==> src/rtl/sar_seq_map.svh <==
`ifndef SAR_SEQ_MAP_SVH
`define SAR_SEQ_MAP_SVH
`define SAR_PERIODS      4'hf
`define SAR_TRACK_LAST   4'h3
`define SAR_MSB_PERIOD   4'h4
`define SAR_WAIT_PERIOD  4'h2
`define SAR_RESULT_RST   12'h000
`define SAR_FIFO_DEPTH   16
`endif

==> src/rtl/sar_seq_pkg.sv <==
package sar_seq_pkg;
  typedef enum logic [2:0] {
    TRACK = 3'b001,
    WAIT  = 3'b010,
    HOLD  = 3'b100
  } seqState_t;
  typedef logic [11:0] result_t;
endpackage

==> src/rtl/result_if.sv <==
`timescale 1ns/1ps
interface result_if #(parameter int WIDTH = 12);
  logic             valid;
  logic             ready;
  logic [WIDTH-1:0] data;
  modport source (output valid, output data, input ready);
  modport sink   (input valid, input data, output ready);
endinterface

==> src/rtl/result_fifo.sv <==
`timescale 1ns/1ps
module result_fifo #(
  parameter int WIDTH = 12,
  parameter int DEPTH = 16
) (
  input  wire logic             ref_clk,
  input  wire logic             reset,
  input  wire logic             clkEn,
  result_if.sink                inPort,
  output logic                  outValid,
  input  wire logic             outReady,
  output logic [WIDTH-1:0]      outData
);
  localparam int AW = $clog2(DEPTH);
  logic [WIDTH-1:0] mem [DEPTH];
  logic [AW:0]      wrPtr_r;
  logic [AW:0]      rdPtr_r;
  logic [WIDTH-1:0] dataOut_r;
  logic             haveOut_r;
  wire              emptyFlag = (wrPtr_r == rdPtr_r);
  wire              fullFlag  = (wrPtr_r[AW] != rdPtr_r[AW]) &&
                                (wrPtr_r[AW-1:0] == rdPtr_r[AW-1:0]);
  wire              doWrite   = clkEn && inPort.valid && !fullFlag;
  wire              outFree   = !haveOut_r || outReady;
  wire              doRead    = clkEn && !emptyFlag && outFree;

  assign inPort.ready = !fullFlag;
  assign outValid     = haveOut_r;
  assign outData      = dataOut_r;

  always_ff @(posedge ref_clk) begin
    if (doWrite) begin
      mem[wrPtr_r[AW-1:0]] <= inPort.data;
    end
  end

  always_ff @(posedge ref_clk) begin
    if (reset) begin
      wrPtr_r   <= '0;
      rdPtr_r   <= '0;
      haveOut_r <= 1'b0;
      dataOut_r <= '0;
    end else if (clkEn) begin
      if (doWrite) begin
        wrPtr_r <= wrPtr_r + 1'b1;
      end
      if (doRead) begin
        rdPtr_r   <= rdPtr_r + 1'b1;
        dataOut_r <= mem[rdPtr_r[AW-1:0]];
        haveOut_r <= 1'b1;
      end else if (outReady) begin
        haveOut_r <= 1'b0;
      end
    end
  end
endmodule

==> src/rtl/sar_conversion_sequencer.sv <==
`timescale 1ns/1ps
`include "sar_seq_map.svh"
module sar_conversion_sequencer
  import sar_seq_pkg::*;
#(
  parameter int WIDTH = 12,
  parameter int DEPTH = `SAR_FIFO_DEPTH
) (
  // Clock and reset
  input  wire logic             ref_clk,
  input  wire logic             reset,
  input  wire logic             clkEn,
  // Mode: high selects the stopping internal clock behaviour
  input  wire logic             internalClkMode,
  // Host pins
  input  wire logic             conversion_start_n,
  input  wire logic             upper_byte_output_enable_n,
  input  wire logic             low_nibble_output_enable_n,
  output logic [WIDTH-1:0]      result_bits,
  output logic [WIDTH-1:0]      resultOe,
  output logic                  conversion_done_flag,
  // Analog side
  input  wire logic             compHigh,
  output logic                  trackInput,
  output logic                  compBalance,
  output logic [WIDTH-1:0]      trialBits,
  // Result stream
  output logic                  streamValid,
  input  wire logic             streamReady,
  output logic [WIDTH-1:0]      streamData,
  output logic                  overrun
);
  ////////////////////////////////////////////////////////////////////////
  // Pin synchronisers
  logic [2:0] pinMeta_r;
  logic [2:0] pinSync_r;
  always_ff @(posedge ref_clk) begin
    if (reset) begin
      pinMeta_r <= 3'h7;
      pinSync_r <= 3'h7;
    end else if (clkEn) begin
      pinMeta_r <= {conversion_start_n, upper_byte_output_enable_n,
                    low_nibble_output_enable_n};
      pinSync_r <= pinMeta_r;
    end
  end
  wire startReq = !pinSync_r[2];
  wire upperEn  = !pinSync_r[1];
  wire lowEn    = !pinSync_r[0];

  ////////////////////////////////////////////////////////////////////////
  // Period sequencing
  seqState_t   state_r;
  seqState_t   state_nxt;
  logic [3:0]  period_r;
  logic [3:0]  period_nxt;
  logic        released_r;
  logic        done_r;
  logic        done_nxt;
  result_t     result_r;
  logic        ovr_r;
  wire [WIDTH-1:0] trialW;
  wire [WIDTH-1:0] decidedW;

  wire lastPeriod = (state_r == HOLD) && (period_r == `SAR_PERIODS);
  wire msbPeriod  = (state_r == HOLD) && (period_r == `SAR_MSB_PERIOD);
  wire bitPeriod  = (state_r == HOLD) && (period_r > `SAR_MSB_PERIOD);
  // Period one to two decides whether a stop is needed
  wire stopHere   = released_r && !startReq;

  always_comb begin
    state_nxt  = state_r;
    period_nxt = period_r;
    done_nxt   = done_r;
    case (state_r)
      TRACK: begin
        period_nxt = period_r + 4'h1;
        if (period_r == 4'h1) begin
          // done falls entering period two unless stopping
          if (stopHere) begin
            state_nxt = WAIT;
          end else begin
            done_nxt = 1'b0;
          end
        end else if (period_r == `SAR_TRACK_LAST) begin
          state_nxt = HOLD;
        end
      end
      WAIT: begin
        // start acted on only while waiting in period two
        if (startReq) begin
          // drop done, resume into period three
          done_nxt   = 1'b0;
          state_nxt  = TRACK;
          period_nxt = `SAR_TRACK_LAST;
        end
      end
      HOLD: begin
        if (period_r == `SAR_PERIODS) begin
          // back to tracking at period one
          state_nxt  = TRACK;
          period_nxt = 4'h1;
          // done rises at end of fifteen
          done_nxt   = 1'b1;
        end else begin
          period_nxt = period_r + 4'h1;
        end
      end
      default: begin
        state_nxt  = TRACK;
        period_nxt = 4'h1;
      end
    endcase
  end

  always_ff @(posedge ref_clk) begin
    if (reset) begin
      state_r  <= TRACK;
      period_r <= 4'h1;
      done_r   <= 1'b0;
    end else if (clkEn) begin
      state_r  <= state_nxt;
      period_r <= period_nxt;
      done_r   <= done_nxt;
    end
  end

  // Start released after period fifteen; with start tied low this
  // sets only out of reset and clears by the next period one, so conversions run back to back
  always_ff @(posedge ref_clk) begin
    if (reset) begin
      released_r <= 1'b0;
    end else if (clkEn) begin
      // free run with start low
      // With internalClkMode high not cleared at period fifteen: a release held over the cycle
      // end must still arm the stall at period one; with it low a release outside period one clears it
      if (state_r == WAIT) begin
        released_r <= 1'b0;
      end else if (!startReq) begin
        released_r <= internalClkMode ? 1'b1 : (period_r < 4'h2);
      end else if (state_r == TRACK && period_r == 4'h1) begin
        released_r <= 1'b0;
      end
    end
  end

  // The external clock case also waits in period two; the internal case
  // is modelled as the same stall since the clock here never stops
  ////////////////////////////////////////////////////////////////////////
  // Trial register
  sar_trial_reg #(.WIDTH(WIDTH)) trialReg (
    .ref_clk    (ref_clk),
    .reset      (reset),
    .clkEn      (clkEn),
    .startTrial (state_r == TRACK && period_r == `SAR_TRACK_LAST),
    .decide     (msbPeriod || bitPeriod),
    .compHigh   (compHigh),
    .trial      (trialW),
    .decided    (decidedW)
  );

  ////////////////////////////////////////////////////////////////////////
  // Output registers
  always_ff @(posedge ref_clk) begin
    if (reset) begin
      result_r <= `SAR_RESULT_RST;
    end else if (clkEn && lastPeriod) begin
      // update only at end of fifteen
      result_r <= decidedW;
    end
  end

  logic [WIDTH-1:0] oe_r;
  logic             track_r;
  always_ff @(posedge ref_clk) begin
    if (reset) begin
      oe_r       <= '0;
      track_r    <= 1'b1;
    end else if (clkEn) begin
      oe_r <= {{(WIDTH-4){upperEn}}, {4{lowEn}}};
      // track and balance in periods one to three
      track_r    <= (state_nxt != HOLD);
    end
  end

  assign result_bits          = result_r;
  assign resultOe             = oe_r;
  assign conversion_done_flag = done_r;
  assign trackInput           = track_r;
  assign compBalance          = track_r;
  // Trial word straight from the trial register, so the comparator sees
  // the trial of the current period and not the one before
  assign trialBits            = trialW;
  assign overrun              = ovr_r;

  ////////////////////////////////////////////////////////////////////////
  // Result stream; a full FIFO drops the word and flags it
  result_if #(.WIDTH(WIDTH)) fifoIn ();
  assign fifoIn.valid = clkEn && lastPeriod;
  assign fifoIn.data  = decidedW;
  always_ff @(posedge ref_clk) begin
    if (reset) begin
      ovr_r <= 1'b0;
    end else if (clkEn && fifoIn.valid && !fifoIn.ready) begin
      ovr_r <= 1'b1;
    end
  end

  result_fifo #(.WIDTH(WIDTH), .DEPTH(DEPTH)) fifo (
    .ref_clk  (ref_clk),
    .reset    (reset),
    .clkEn    (clkEn),
    .inPort   (fifoIn),
    .outValid (streamValid),
    .outReady (streamReady),
    .outData  (streamData)
  );
endmodule

==> src/rtl/sar_trial_reg.sv <==
`timescale 1ns/1ps
module sar_trial_reg #(
  parameter int WIDTH = 12
) (
  input  wire logic             ref_clk,
  input  wire logic             reset,
  input  wire logic             clkEn,
  // Control
  input  wire logic             startTrial,
  input  wire logic             decide,
  input  wire logic             compHigh,
  // Trial word
  output logic [WIDTH-1:0]      trial,
  output logic [WIDTH-1:0]      decided
);
  logic [WIDTH-1:0] trial_r;
  logic [WIDTH-1:0] pointer_r;
  wire  [WIDTH-1:0] kept    = compHigh ? trial_r : (trial_r & ~pointer_r);
  wire  [WIDTH-1:0] nextPtr = pointer_r >> 1;

  assign trial   = trial_r;
  assign decided = kept;

  always_ff @(posedge ref_clk) begin
    if (reset) begin
      trial_r   <= '0;
      pointer_r <= '0;
    end else if (clkEn) begin
      if (startTrial) begin
        trial_r   <= {1'b1, {(WIDTH-1){1'b0}}};
        pointer_r <= {1'b1, {(WIDTH-1){1'b0}}};
      end else if (decide) begin
        // keep bit, try next
        // Cleared after bit 0 so the trial word reads zero outside hold
        if (pointer_r[0]) begin
          trial_r <= '0;
        end else begin
          trial_r <= kept | nextPtr;
        end
        pointer_r <= nextPtr;
      end
    end
  end
endmodule
==> config.mk <==
export PLATFORM = sky130hd
export DESIGN_NAME = sar_conversion_sequencer
export DESIGN_NICKNAME = d
export VERILOG_FILES = /design/src/rtl/sar_seq_pkg.sv /design/src/rtl/result_if.sv /design/src/rtl/result_fifo.sv /design/src/rtl/sar_conversion_sequencer.sv /design/src/rtl/sar_trial_reg.sv
export VERILOG_INCLUDE_DIRS = /design/src /design/src/rtl
export SDC_FILE = /design/constraint.sdc
export NUM_CORES = 1
export LEC_CHECK = 0
export ABC_AREA = 1
export BUFFER_PORTS_ARGS = -buffer_cell sky130_fd_sc_hd__buf_4
export CORE_ASPECT_RATIO = 0.6
export CORE_UTILIZATION = 60
export CTS_CLUSTER_SIZE = 24
export DETAILED_ROUTE_END_ITERATION = 7
export PLACE_DENSITY = 0.81
export SKIP_LAST_GASP = 1
export SLEW_MARGIN = 20
export SYNTH_ARGS = -nofsm -noshare
export SYNTH_HDL_FRONTEND = slang
export SYNTH_SLANG_ARGS = --single-unit
==> constraint.sdc <==
create_clock -name ref_clk -period 2.5 [get_ports ref_clk]
set_input_delay 0.125 -clock ref_clk [delete_from_list [all_inputs] [get_ports ref_clk]]
set_output_delay 0.125 -clock ref_clk [all_outputs]
set_load 0.02 [all_outputs]
* Word level (Yosys, flattened, before mapping)
Memory sizes are Yosys's and may differ from the RTL's. A register that Yosys moved wholly into a read port is not among the register bits. Index checks and enable logic that the tools add are counted. Widths: inputs -> output; s select.
Word-level totals: flip-flop bits (word level) 69, bits in writable memories 192, bits of input ports 9, memories 1
Cells by class: add/sub/neg operators 3, $lt $le $gt $ge 2, eq/ne operators 15, muxes and demuxes 28, bitwise gates (word level) 3, reductions and logical operators 31
Memories:
- fifo.mem | words 16, bits a word 12, rd ports 1, clocked after memory_dff 1, wr ports 1, line result_fifo.sv:15 | logic [WIDTH-1:0] mem [DEPTH];
Operators with widths (number):
- $mux 12 | 6
- $mux 3 | 5
- $logic_and 1x1->1 | 13
- $and 12x12->12 | 1
- $mux 1 | 12
- $not 12->12 | 1
- $or 12x11->12 | 1
- $pmux 4 s3 | 1
- $reduce_and 2->1 | 6
- $add 5x1->5 const B | 2
- $pmux 3 s3 | 1
- $mux 4 | 2
- $ne 2x2->1 const B | 3
- $reduce_and 6->1 | 1
- $reduce_bool 3->1 | 2
- $eq 5x5->1 | 1
- $logic_not 1->1 | 5
- $add 4x1->4 const B | 1
- $eq 4x1->1 const B | 1
- $eq 4x2->1 const B | 1
- $eq 4x3->1 const B | 1
- $eq 4x4->1 | 1
- $eq 4x4->1 const B | 1
- $gt 4x3->1 const B | 1
- other kinds (10) | 12

* Longest topological paths before layout
Gate-level depths: netlist of run 1.
depth after elaboration 7, depth in mapped cells 12, gate-level depth less buffers 10

* Cells and area by module
Synthesis of run 1 repeated with hierarchy kept, for this count alone.
Second synthesis, totals: cell total of the unflattened synthesis 1383, area, all modules 12245.5 sq um
By module, submodules not included:
- result_fifo | instances 1, cells an instance 1018, area an instance 9658.0 sq um, sequential area each 6226.0 sq um
- sar_conversion_sequencer | instances 1, cells an instance 202, area an instance 1510.2 sq um, sequential area each 620.6 sq um
- sar_trial_reg | instances 1, cells an instance 163, area an instance 1077.3 sq um, sequential area each 480.5 sq um

* Least setup slack after synthesis of run 1
Ideal clock, no wire load.
kind register -> register, start reg period_r[0], end mem fifo.mem[3][0], enable pin, setup time 0.380 ns, data arrival time 1.838 ns, required time 2.120 ns, setup slack 0.282 ns, stages on the path, launching flop included 10, cell sequence dfxtp_1 > ha_1 > nand2_1 > nor2_2 > nand2_1 > nor2_4 > nand2_4 > inv_4 > nand3_1 > nor2_1
Between the ends: longest elaborated chain between the ends 7
RTL lines:
- start: declaration | line sar_conversion_sequencer.sv:55 | logic [3:0] period_r;
- start signal: assignment | line sar_conversion_sequencer.sv:123 | period_r <= period_nxt;
- $eq 4x4->1 (no source line)
- $logic_and 1x1->1 | line sar_conversion_sequencer.sv:65 | wire lastPeriod = (state_r == HOLD) && (period_r == `SAR_PERIODS);
- $logic_and 1x1->1 | line sar_conversion_sequencer.sv:199 | assign fifoIn.valid = clkEn && lastPeriod;
- $logic_and 1x1->1 (2 in a row) | line result_fifo.sv:23 | wire doWrite = clkEn && inPort.valid && !fullFlag;
- $mux 1 | line result_fifo.sv:32 | if (doWrite) begin
- $mux 1 (not written as such) | line result_fifo.sv:33 | mem[wrPtr_r[AW-1:0]] <= inPort.data;
- end: declaration | line result_fifo.sv:15
Every way passes these cells.

* Final worst setup path of run 1
start reg period_r[0], end mem fifo.mem[0][9], enable pin
The elaborated chain is that of the path after synthesis.

==> results list, run 1 <==
- The endpoint identified for the worst register-to-register timing path is fifo.mem[0][9].
- Setup repair after global routing missed its margin: false
- The placed instances occupy a cell area of 12720 um2.
- On the worst path, the slowest cell contributes a delay of 420 ps.
- Endpoint type of the worst setup path: flip-flop
* Vias in the first global route: 8614
- Max frequency: 0.4696 GHz
- The synthesized netlist occupies a cell area of 12000 um2.
* Initial core utilization: 62.08%
* Largest fanout on the critical path: 11
- Clock tree from TritonCTS: done
- Post-CTS Setup Repair Bufs: 0
- Between clock sinks in the finished design, the worst skew comes to 30.64 ps.
- The largest total area in the synthesized netlist belongs to sky130_fd_sc_hd__edfxtp_1.
* Path class of the lowest-slack min-delay path: in2reg
- Final net count: 1405
- Setup violations remaining at the end of the flow were counted as 0.
* Post-layout min period: 2129 ps
- Across the run, the number of max-cap violations was 0.
- In this design, the critical path's most frequently occurring cell is sky130_fd_sc_hd__nand2_1.
- Origin of the critical flop-to-flop path: period_r[0]
* Capturing element of the worst setup path: fifo.mem[0][9]
* Clock Tree Buf Depth: 3
- Async set-reset flop share out of synthesis: 0%
- In this run the tightest slew margin relative to its limit is 30.92%.
- The congestion estimate from routability-driven global placement came to 0.9296.
- Slowest library cell on the worst path: sky130_fd_sc_hd__dfxtp_1
- Post-synth net total: 1343
* Critical Path Start Type: flip-flop
- Overall die height: 111.5 um
* Proportion of synthesized chip area in sequential cells: 61.08%
- Number of top-level pins: 62
* Clock slew at reported path FFs: 60 ps
- Largest cells by area after synthesis: sky130_fd_sc_hd__edfxtp_1 (48%), sky130_fd_sc_hd__dfxtp_1 (13%), sky130_fd_sc_hd__nand2_1 (11%)
- Final wirelength: 28.34 mm
- The final-report max-slew violation count came to 0.
* Number of clock sinks seen by CTS: 270
- Counting the buffers created by CTS gives 24.
- Summed over all nets, the half-perimeter wirelength after detailed placement is 18.50 mm.
- Largest net degree at the start of global routing: 99
* Top FF cell, synth: sky130_fd_sc_hd__edfxtp_1
- CP Class: reg2reg
* Root buffer selected by CTS: sky130_fd_sc_hd__clkbuf_16
* Gates resized, CTS repair: 0
- After synthesis, the netlist uses 33 different library cells.
- In this run the mean area of a mapped cell was 9.047 um2.
- Die footprint: 20580 um2
- Hold buffer count at cts: 8
- Summed over all failing endpoints, the final setup total negative slack is 0 ps.
- Counting flops and latches in the post-synthesis netlist gives 270.
- Fraction of layout cells with a size suffix above 1: 11.89%
- Period Utilization, post-route: 85.18%
- The later pin in the worst-skew pair is clocked with a latency of 530 ps.
* Wire length of the first global-routing pass: 44.75 mm
- Summed over all layers, the global routing overflow is 0.
- Global routing consumed, over all layers together, 28.32% of the routing resources.
- The area growth from synthesis to layout is 13.00%.
- By instance count, the leading cell after synthesis is sky130_fd_sc_hd__nand2_1.
- Antenna violations before repair: 0
- Required time of the critical path: 2730 ps
* Worst path arrival time: 2360 ps
* Horizontal die dimension: 184.5 um
- The floorplan has 39 rows.
* Worst reg2reg setup slack: 370 ps
* Cell chain of the critical path: ha_1 > nand2_1 > nor2_2 > nand2_1 > nor2_4 > nand2_4 > inv_4 > nand2_2 > nor2_1 > buf_4
- In the final routed layout, each cell accounts on average for 16.96 um.
- Gate count of the mapped netlist: 1326
* Total via count after detailed routing: 9071
- Number of cell instances on the worst register-to-register path: 10
* DRT iter0 DRCs: 1047
- Routed Antenna Nets: 0
- In this run the number of H-tree levels came out at 1.
* Number of enable flip-flop cells after synthesis: 192
* Number of buffers inserted by port buffering: 61
- YS warnings: 0
- With fillers left out, the area of the finished cells amounts to 13560 um2.
- Share of Yosys cell area claimed by the top area cell type: 48.06%
* Run status: complete, no violations
* DRC violations left: 0
- The total area inside the core boundary comes to 19320 um2.
- The most critical setup path has its startpoint at period_r[0].
* Leak Pwr: 6.038 nW
- Actual transition at the worst max-transition pin: 1036 ps
* Final-report hold violation count: 0
* Total power density per cell area: 705.4 nW/um2
* Average vias per placed instance: 5.428
- The first detailed-routing pass took 5 iterations.
- Top cells by count, synth: sky130_fd_sc_hd__nand2_1 (362), sky130_fd_sc_hd__edfxtp_1 (192), sky130_fd_sc_hd__inv_1 (189)
- ANT cells: 0
- IR analysis of the VDD net gives a maximum drop of 0.5234 mV.
state kept, by name (all words and copies together), names as in the netlist:
name and flops:
compBalance 1, conversion_done_flag 1, fifo.mem 192, fifo.outData 12
fifo.outValid 1, fifo.rdPtr_r 5, fifo.wrPtr_r 5, overrun 1
period_r 4, pinMeta_r 3, pinSync_r 3, released_r 1
resultOe 2, result_bits 12, state_r 3, trialReg.pointer_r 12
trialReg.trial 12
power breakdown:
group	internal, mW	switching [mW]	leakage [nW]	total, mW
logic	0.328	0.745	3.25	1.07
clock network	2.02	1.57	0.370	3.59
registers	4.84	0.0592	2.41	4.90
total	7.19	2.37	6.04	9.56
how the worst min path moves through the flow:
| stage | from | to | cells after the start |
|---|---|---|---|
| after CTS | reset | trialReg.trial[1] | 2 |
| after global routing | reset | trialReg.pointer_r[1] | 2 |
| after floorplan | low_nibble_output_enable_n | pinMeta_r[0] | 2 |
| after detailed placement | low_nibble_output_enable_n | pinMeta_r[0] | 3 |
| after global placement | conversion_start_n | pinMeta_r[2] | 3 |
| final | reset | trialReg.trial[1] | 2 |
layer usage:
layer,vias to the layer above,track usage (%),wire [um]
met2,419,44.60,12830
met4,0,5.944,427
met3,42,8.342,3064
met5,-,0,0
met1,4263,39.10,12020
li1,4347,-,-
final cells by class:
type                    instances  area (um2)
clock buffers                  37       700.7
repair buffers                111       878.3
well taps                     266       332.8
multi-input cells             781        3510
fillers                      1442        5768
flip-flops and latches        270        7330
inverters                     200       755.7
clock inverters                 6       48.80
cells by family (layout without fill, tap and decap cells):
family	count (synthesis)	count (layout)	share of synthesized area (%)
AOI/OAI and AO/OA	115	115	5.048
xor gates and xnor gates	7	7	0.5111
adders and majority gates	8	8	0.8344
buffers and inverters	275	354	9.793
DFF	270	270	61.08
and+or+nand+nor	651	651	22.74
cell usage in the layout (no fill, tap or decap), types with 3 or more instances in the layout:
cell                            instances
sky130_fd_sc_hd__nand3_1              118
sky130_fd_sc_hd__clkbuf_16             25
sky130_fd_sc_hd__inv_2                  9
sky130_fd_sc_hd__o22ai_1               10
sky130_fd_sc_hd__clkinv_1               3
sky130_fd_sc_hd__nor2_2                 3
sky130_fd_sc_hd__nand2_1              362
sky130_fd_sc_hd__o21ai_0               64
sky130_fd_sc_hd__buf_4                101
sky130_fd_sc_hd__o21ai_1                4
sky130_fd_sc_hd__nand4_1               15
sky130_fd_sc_hd__clkbuf_1               9
sky130_fd_sc_hd__nor2_1               139
sky130_fd_sc_hd__dfxtp_1               76
sky130_fd_sc_hd__clkbuf_8               3
sky130_fd_sc_hd__ha_1                   8
sky130_fd_sc_hd__dlygate4sd3_1          8
sky130_fd_sc_hd__a21oi_1               28
sky130_fd_sc_hd__a21oi_2                4
sky130_fd_sc_hd__edfxtp_1             192
sky130_fd_sc_hd__xor2_1                 5
sky130_fd_sc_hd__nand2_2                4
sky130_fd_sc_hd__inv_1                191
sky130_fd_sc_hd__nor2_4                 3
stage by stage:
stage	instances	utilization, %	power [mW]	worst slack (ps)	hold WS [ps]
global placement	1620	65.80	5.992	461.4	336.9
global route	1671	70.15	9.865	207.3	36.26
finish	1671	70.15	9.562	370.5	30.51
floorplan	1326	-	5.695	281.8	251.3
detailed placement	1620	65.82	6.020	366.9	342.8
CTS	1671	70.11	9.550	364.6	24.01
critical path: cells and delay by family, from the launching register on:
| kind | cells | cell delay [ps] |
|---|---|---|
| adders and majority gates | 1 | 200 |
| and+or+nand+nor | 7 | 870 |
| DFF | 1 | 420 |
| buffers and inverters | 2 | 340 |
Note: power is estimated with default switching activity, not from simulation.
==> run 2, diff against run 1 <==
--- a/config.mk
+++ b/config.mk
@@ -10,7 +10,7 @@
 export BUFFER_PORTS_ARGS = -buffer_cell sky130_fd_sc_hd__buf_4
 export CORE_ASPECT_RATIO = 0.6
 export CORE_UTILIZATION = 60
-export CTS_CLUSTER_SIZE = 24
+export CTS_CLUSTER_SIZE = 8
 export DETAILED_ROUTE_END_ITERATION = 7
 export PLACE_DENSITY = 0.81
 export SKIP_LAST_GASP = 1
==> constraint.sdc (replaced) <==
create_clock -name ref_clk -period 2.5 [get_ports ref_clk]
set_input_delay 0.25 -clock ref_clk [delete_from_list [all_inputs] [get_ports ref_clk]]
set_output_delay 0.25 -clock ref_clk [all_outputs]
set_load 0.02 [all_outputs]
==> results list, run 2 (synthesis results as in run 1) <==
* Post-layout min period: 2153 ps (+23.46 ps)
* Num CTS Buffers: 39 (+63%)
* Drt wl/cell: 17.51 um (+3.2%)
- Sum of buffers and inverters on the critical path: 2 (unchanged)
- Total power density per cell area: 775.8 nW/um2 (+10%)
- The final-report max-slew violation count is 0 (unchanged).
* Path class of the lowest-slack min-delay path: in2reg
- The flip-flop count of the largest register after layout came to 192 (unchanged).
- Routed Antenna Nets: 0 (unchanged)
* Fin Setup TNS: 0 ps (unchanged)
* Cell chain of the critical path: ha_1 > nand2_1 > nor2_2 > nand2_1 > nor2_4 > nand2_4 > inv_4 > nand2_2 > nor2_1 > buf_4
* Period Utilization, post-route: 86.12% (+0.94 points)
- Non-filler cells in the finished layout: 1684 (+0.78%)
- The aggregate global routing overflow came to 0 (unchanged).
* Root buffer selected by CTS: sky130_fd_sc_hd__clkbuf_16
- The number of max-cap violations is 0 (unchanged).
* Leak Pwr: 6.182 nW (+2.4%)
- Final-report hold violation count: 0 (unchanged)
- Number of top-level pins: 62 (unchanged)
- RePlAce Congestion: 0.9820 (+5.6%)
- Most used cells in the layout excluding fill and tap cells: sky130_fd_sc_hd__nand2_1 (362), sky130_fd_sc_hd__edfxtp_1 (192), sky130_fd_sc_hd__inv_1 (189)
- Leaving out fill and tap cells, the most frequent cell in the layout is sky130_fd_sc_hd__nand2_1.
- Slowest library cell on the worst path: sky130_fd_sc_hd__dfxtp_1
* Final net count: 1416 (+0.78%)
* Clock tree from TritonCTS: done
* Count of placed standard cells including taps: 1621 (+0.062%)
- Placed wire-length estimate after detailed placement: 18.47 mm (-0.16%)
- The total clock sinks was 270 (unchanged).
* Vias in the first global route: 8826 (+2.5%)
- Endpoint type of the worst setup path: flip-flop
* Actual transition at the worst max-transition pin: 1091 ps (+55.05 ps)
* Run status: complete, no violations
- The area of the die came to 20580 um2 (unchanged).
* Max frequency: 0.4645 GHz (-1.1%)
- The number of detailed-routing iterations run before antenna repair came to 5 (unchanged).
- Clock Tree Buf Depth: 3 (unchanged)
- Horizontal die dimension: 184.5 um (unchanged)
- The core region area was 19320 um2 (unchanged).
- CP Class: reg2reg
- Average vias per placed instance: 5.505 (+1.4%)
- The height of the die was 111.5 um (unchanged).
* DRT iter0 DRCs: 1147 (+9.6%)
- The detailed-route DRC error count came to 0 (unchanged).
- The cell area after placement was 12720 um2 (unchanged).
* Final Setup Violations: 0 (unchanged)
* Global router's overall resource usage: 29.78% (+1.5 points)
* Gates resized, CTS repair: 0 (unchanged)
- Util after Layout: 71.65% (+1.5 points)
- Final instance area: 13850 um2 (+2.1%)
* Setup repair after global routing missed its margin: false
* Final wirelength: 29.49 mm (+4.0%)
- Largest delay contributor family on the critical path: simple AND/OR/NAND/NOR gates
- Normalized max-slew margin: 27.25% (-3.7 points)
- The stage delay of the slowest cell on the critical path is 420 ps (about the same).
- The largest clock skew in the final design was 24.17 ps (-6.470 ps).
* ANT cells: 0 (unchanged)
* Fraction of layout cells with a size suffix above 1: 12.55% (+0.67 points)
* Total via count after detailed routing: 9270 (+2.2%)
* Wire length of the first global-routing pass: 46.60 mm (+4.1%)
- The H-tree depth came to 2 (+1).
* Number of buffers inserted by port buffering: 61 (unchanged)
- Counting stages on the worst path, the most repeated cell is sky130_fd_sc_hd__nand2_1.
- Worst path arrival time: 2360 ps (about the same)
- The starting density of the core is 62.08% (unchanged).
- Total number of placement rows: 39 (unchanged)
* Area growth syn-to-layout: 15.42%
- Clock slew at reported path FFs: 50 ps (about the same)
- The source-to-sink clock delay at the later pin of the worst-skew pair came to 520 ps (about the same).
- The maximum ir drop on the vdd rail is 0.7243 mV (+38%).
* Antenna violations before repair: 1 (+1)
- The critical path data required time is 2700 ps (-30 ps).
- Largest fanout on the critical path: 11 (unchanged)
* Largest net degree at the start of global routing: 99 (unchanged)
* Critical Path Start Type: flip-flop
[run 2: worst register-to-register path, stage by stage, from the launching register on]
cell	delay, ps
sky130_fd_sc_hd__dfxtp_1	420
sky130_fd_sc_hd__ha_1	210
sky130_fd_sc_hd__nand2_1	80
sky130_fd_sc_hd__nor2_2	110
sky130_fd_sc_hd__nand2_1	150
sky130_fd_sc_hd__nor2_4	170
sky130_fd_sc_hd__nand2_4	100
sky130_fd_sc_hd__inv_4	110
sky130_fd_sc_hd__nand2_2	90
sky130_fd_sc_hd__nor2_1	140
sky130_fd_sc_hd__buf_4	240
[run 2: layout make-up]
type	count	area [um2]
Sequential cell	270	7330
Clock buffer	57	1065
Clock inverter	3	28.78
Tap cell	266	332.8
Fill cell	1425	5478
Inverter	200	755.7
Timing Repair Buffer	107	835.8
Multi-Input combinational cell	781	3498
[run 2: routing by layer]
metal	track usage [%]	routed length (um)	part of all wire, %
met2	44.70	13050	44
met4	9.278	634	2.1
met5	0	11	0.037
met3	7.851	3428	12
met1	42.53	12370	42
[run 2: repair_timing]
action	4_1_cts	5_1_grt
buffers inserted	0	0
endpoints found under the hold margin	3	0
hold buffers	3	0
[run 2: path summary, 6_finish.rpt]
kind | start | end | slack, ps | depth (start not counted)
worst max-delay path | period_r[1] | fifo.mem[0][7] | 350 | 10
worst min-delay path | streamReady | fifo.outValid | 110 | 4
worst max register to register | period_r[1] | fifo.mem[0][7] | 350 | 10
worst min register to register | pinSync_r[1] | resultOe[4] | 430 | 1
[run 2: per-stage QoR]
stage               worst slack, ps  power [mW]  hold WS, ps
finish                        347.0       10.74        108.3
global route                  179.4       11.11        112.4
detailed placement            429.5       6.018        422.9
floorplan                     281.8       5.695        376.3
CTS                           378.0       10.76        95.48
global placement              464.9       5.996        420.9
[run 2: where the power goes]
part	internal [mW]	switching [mW]
clock	2.91	1.85
combinational	0.324	0.749
sequential	4.85	0.0556
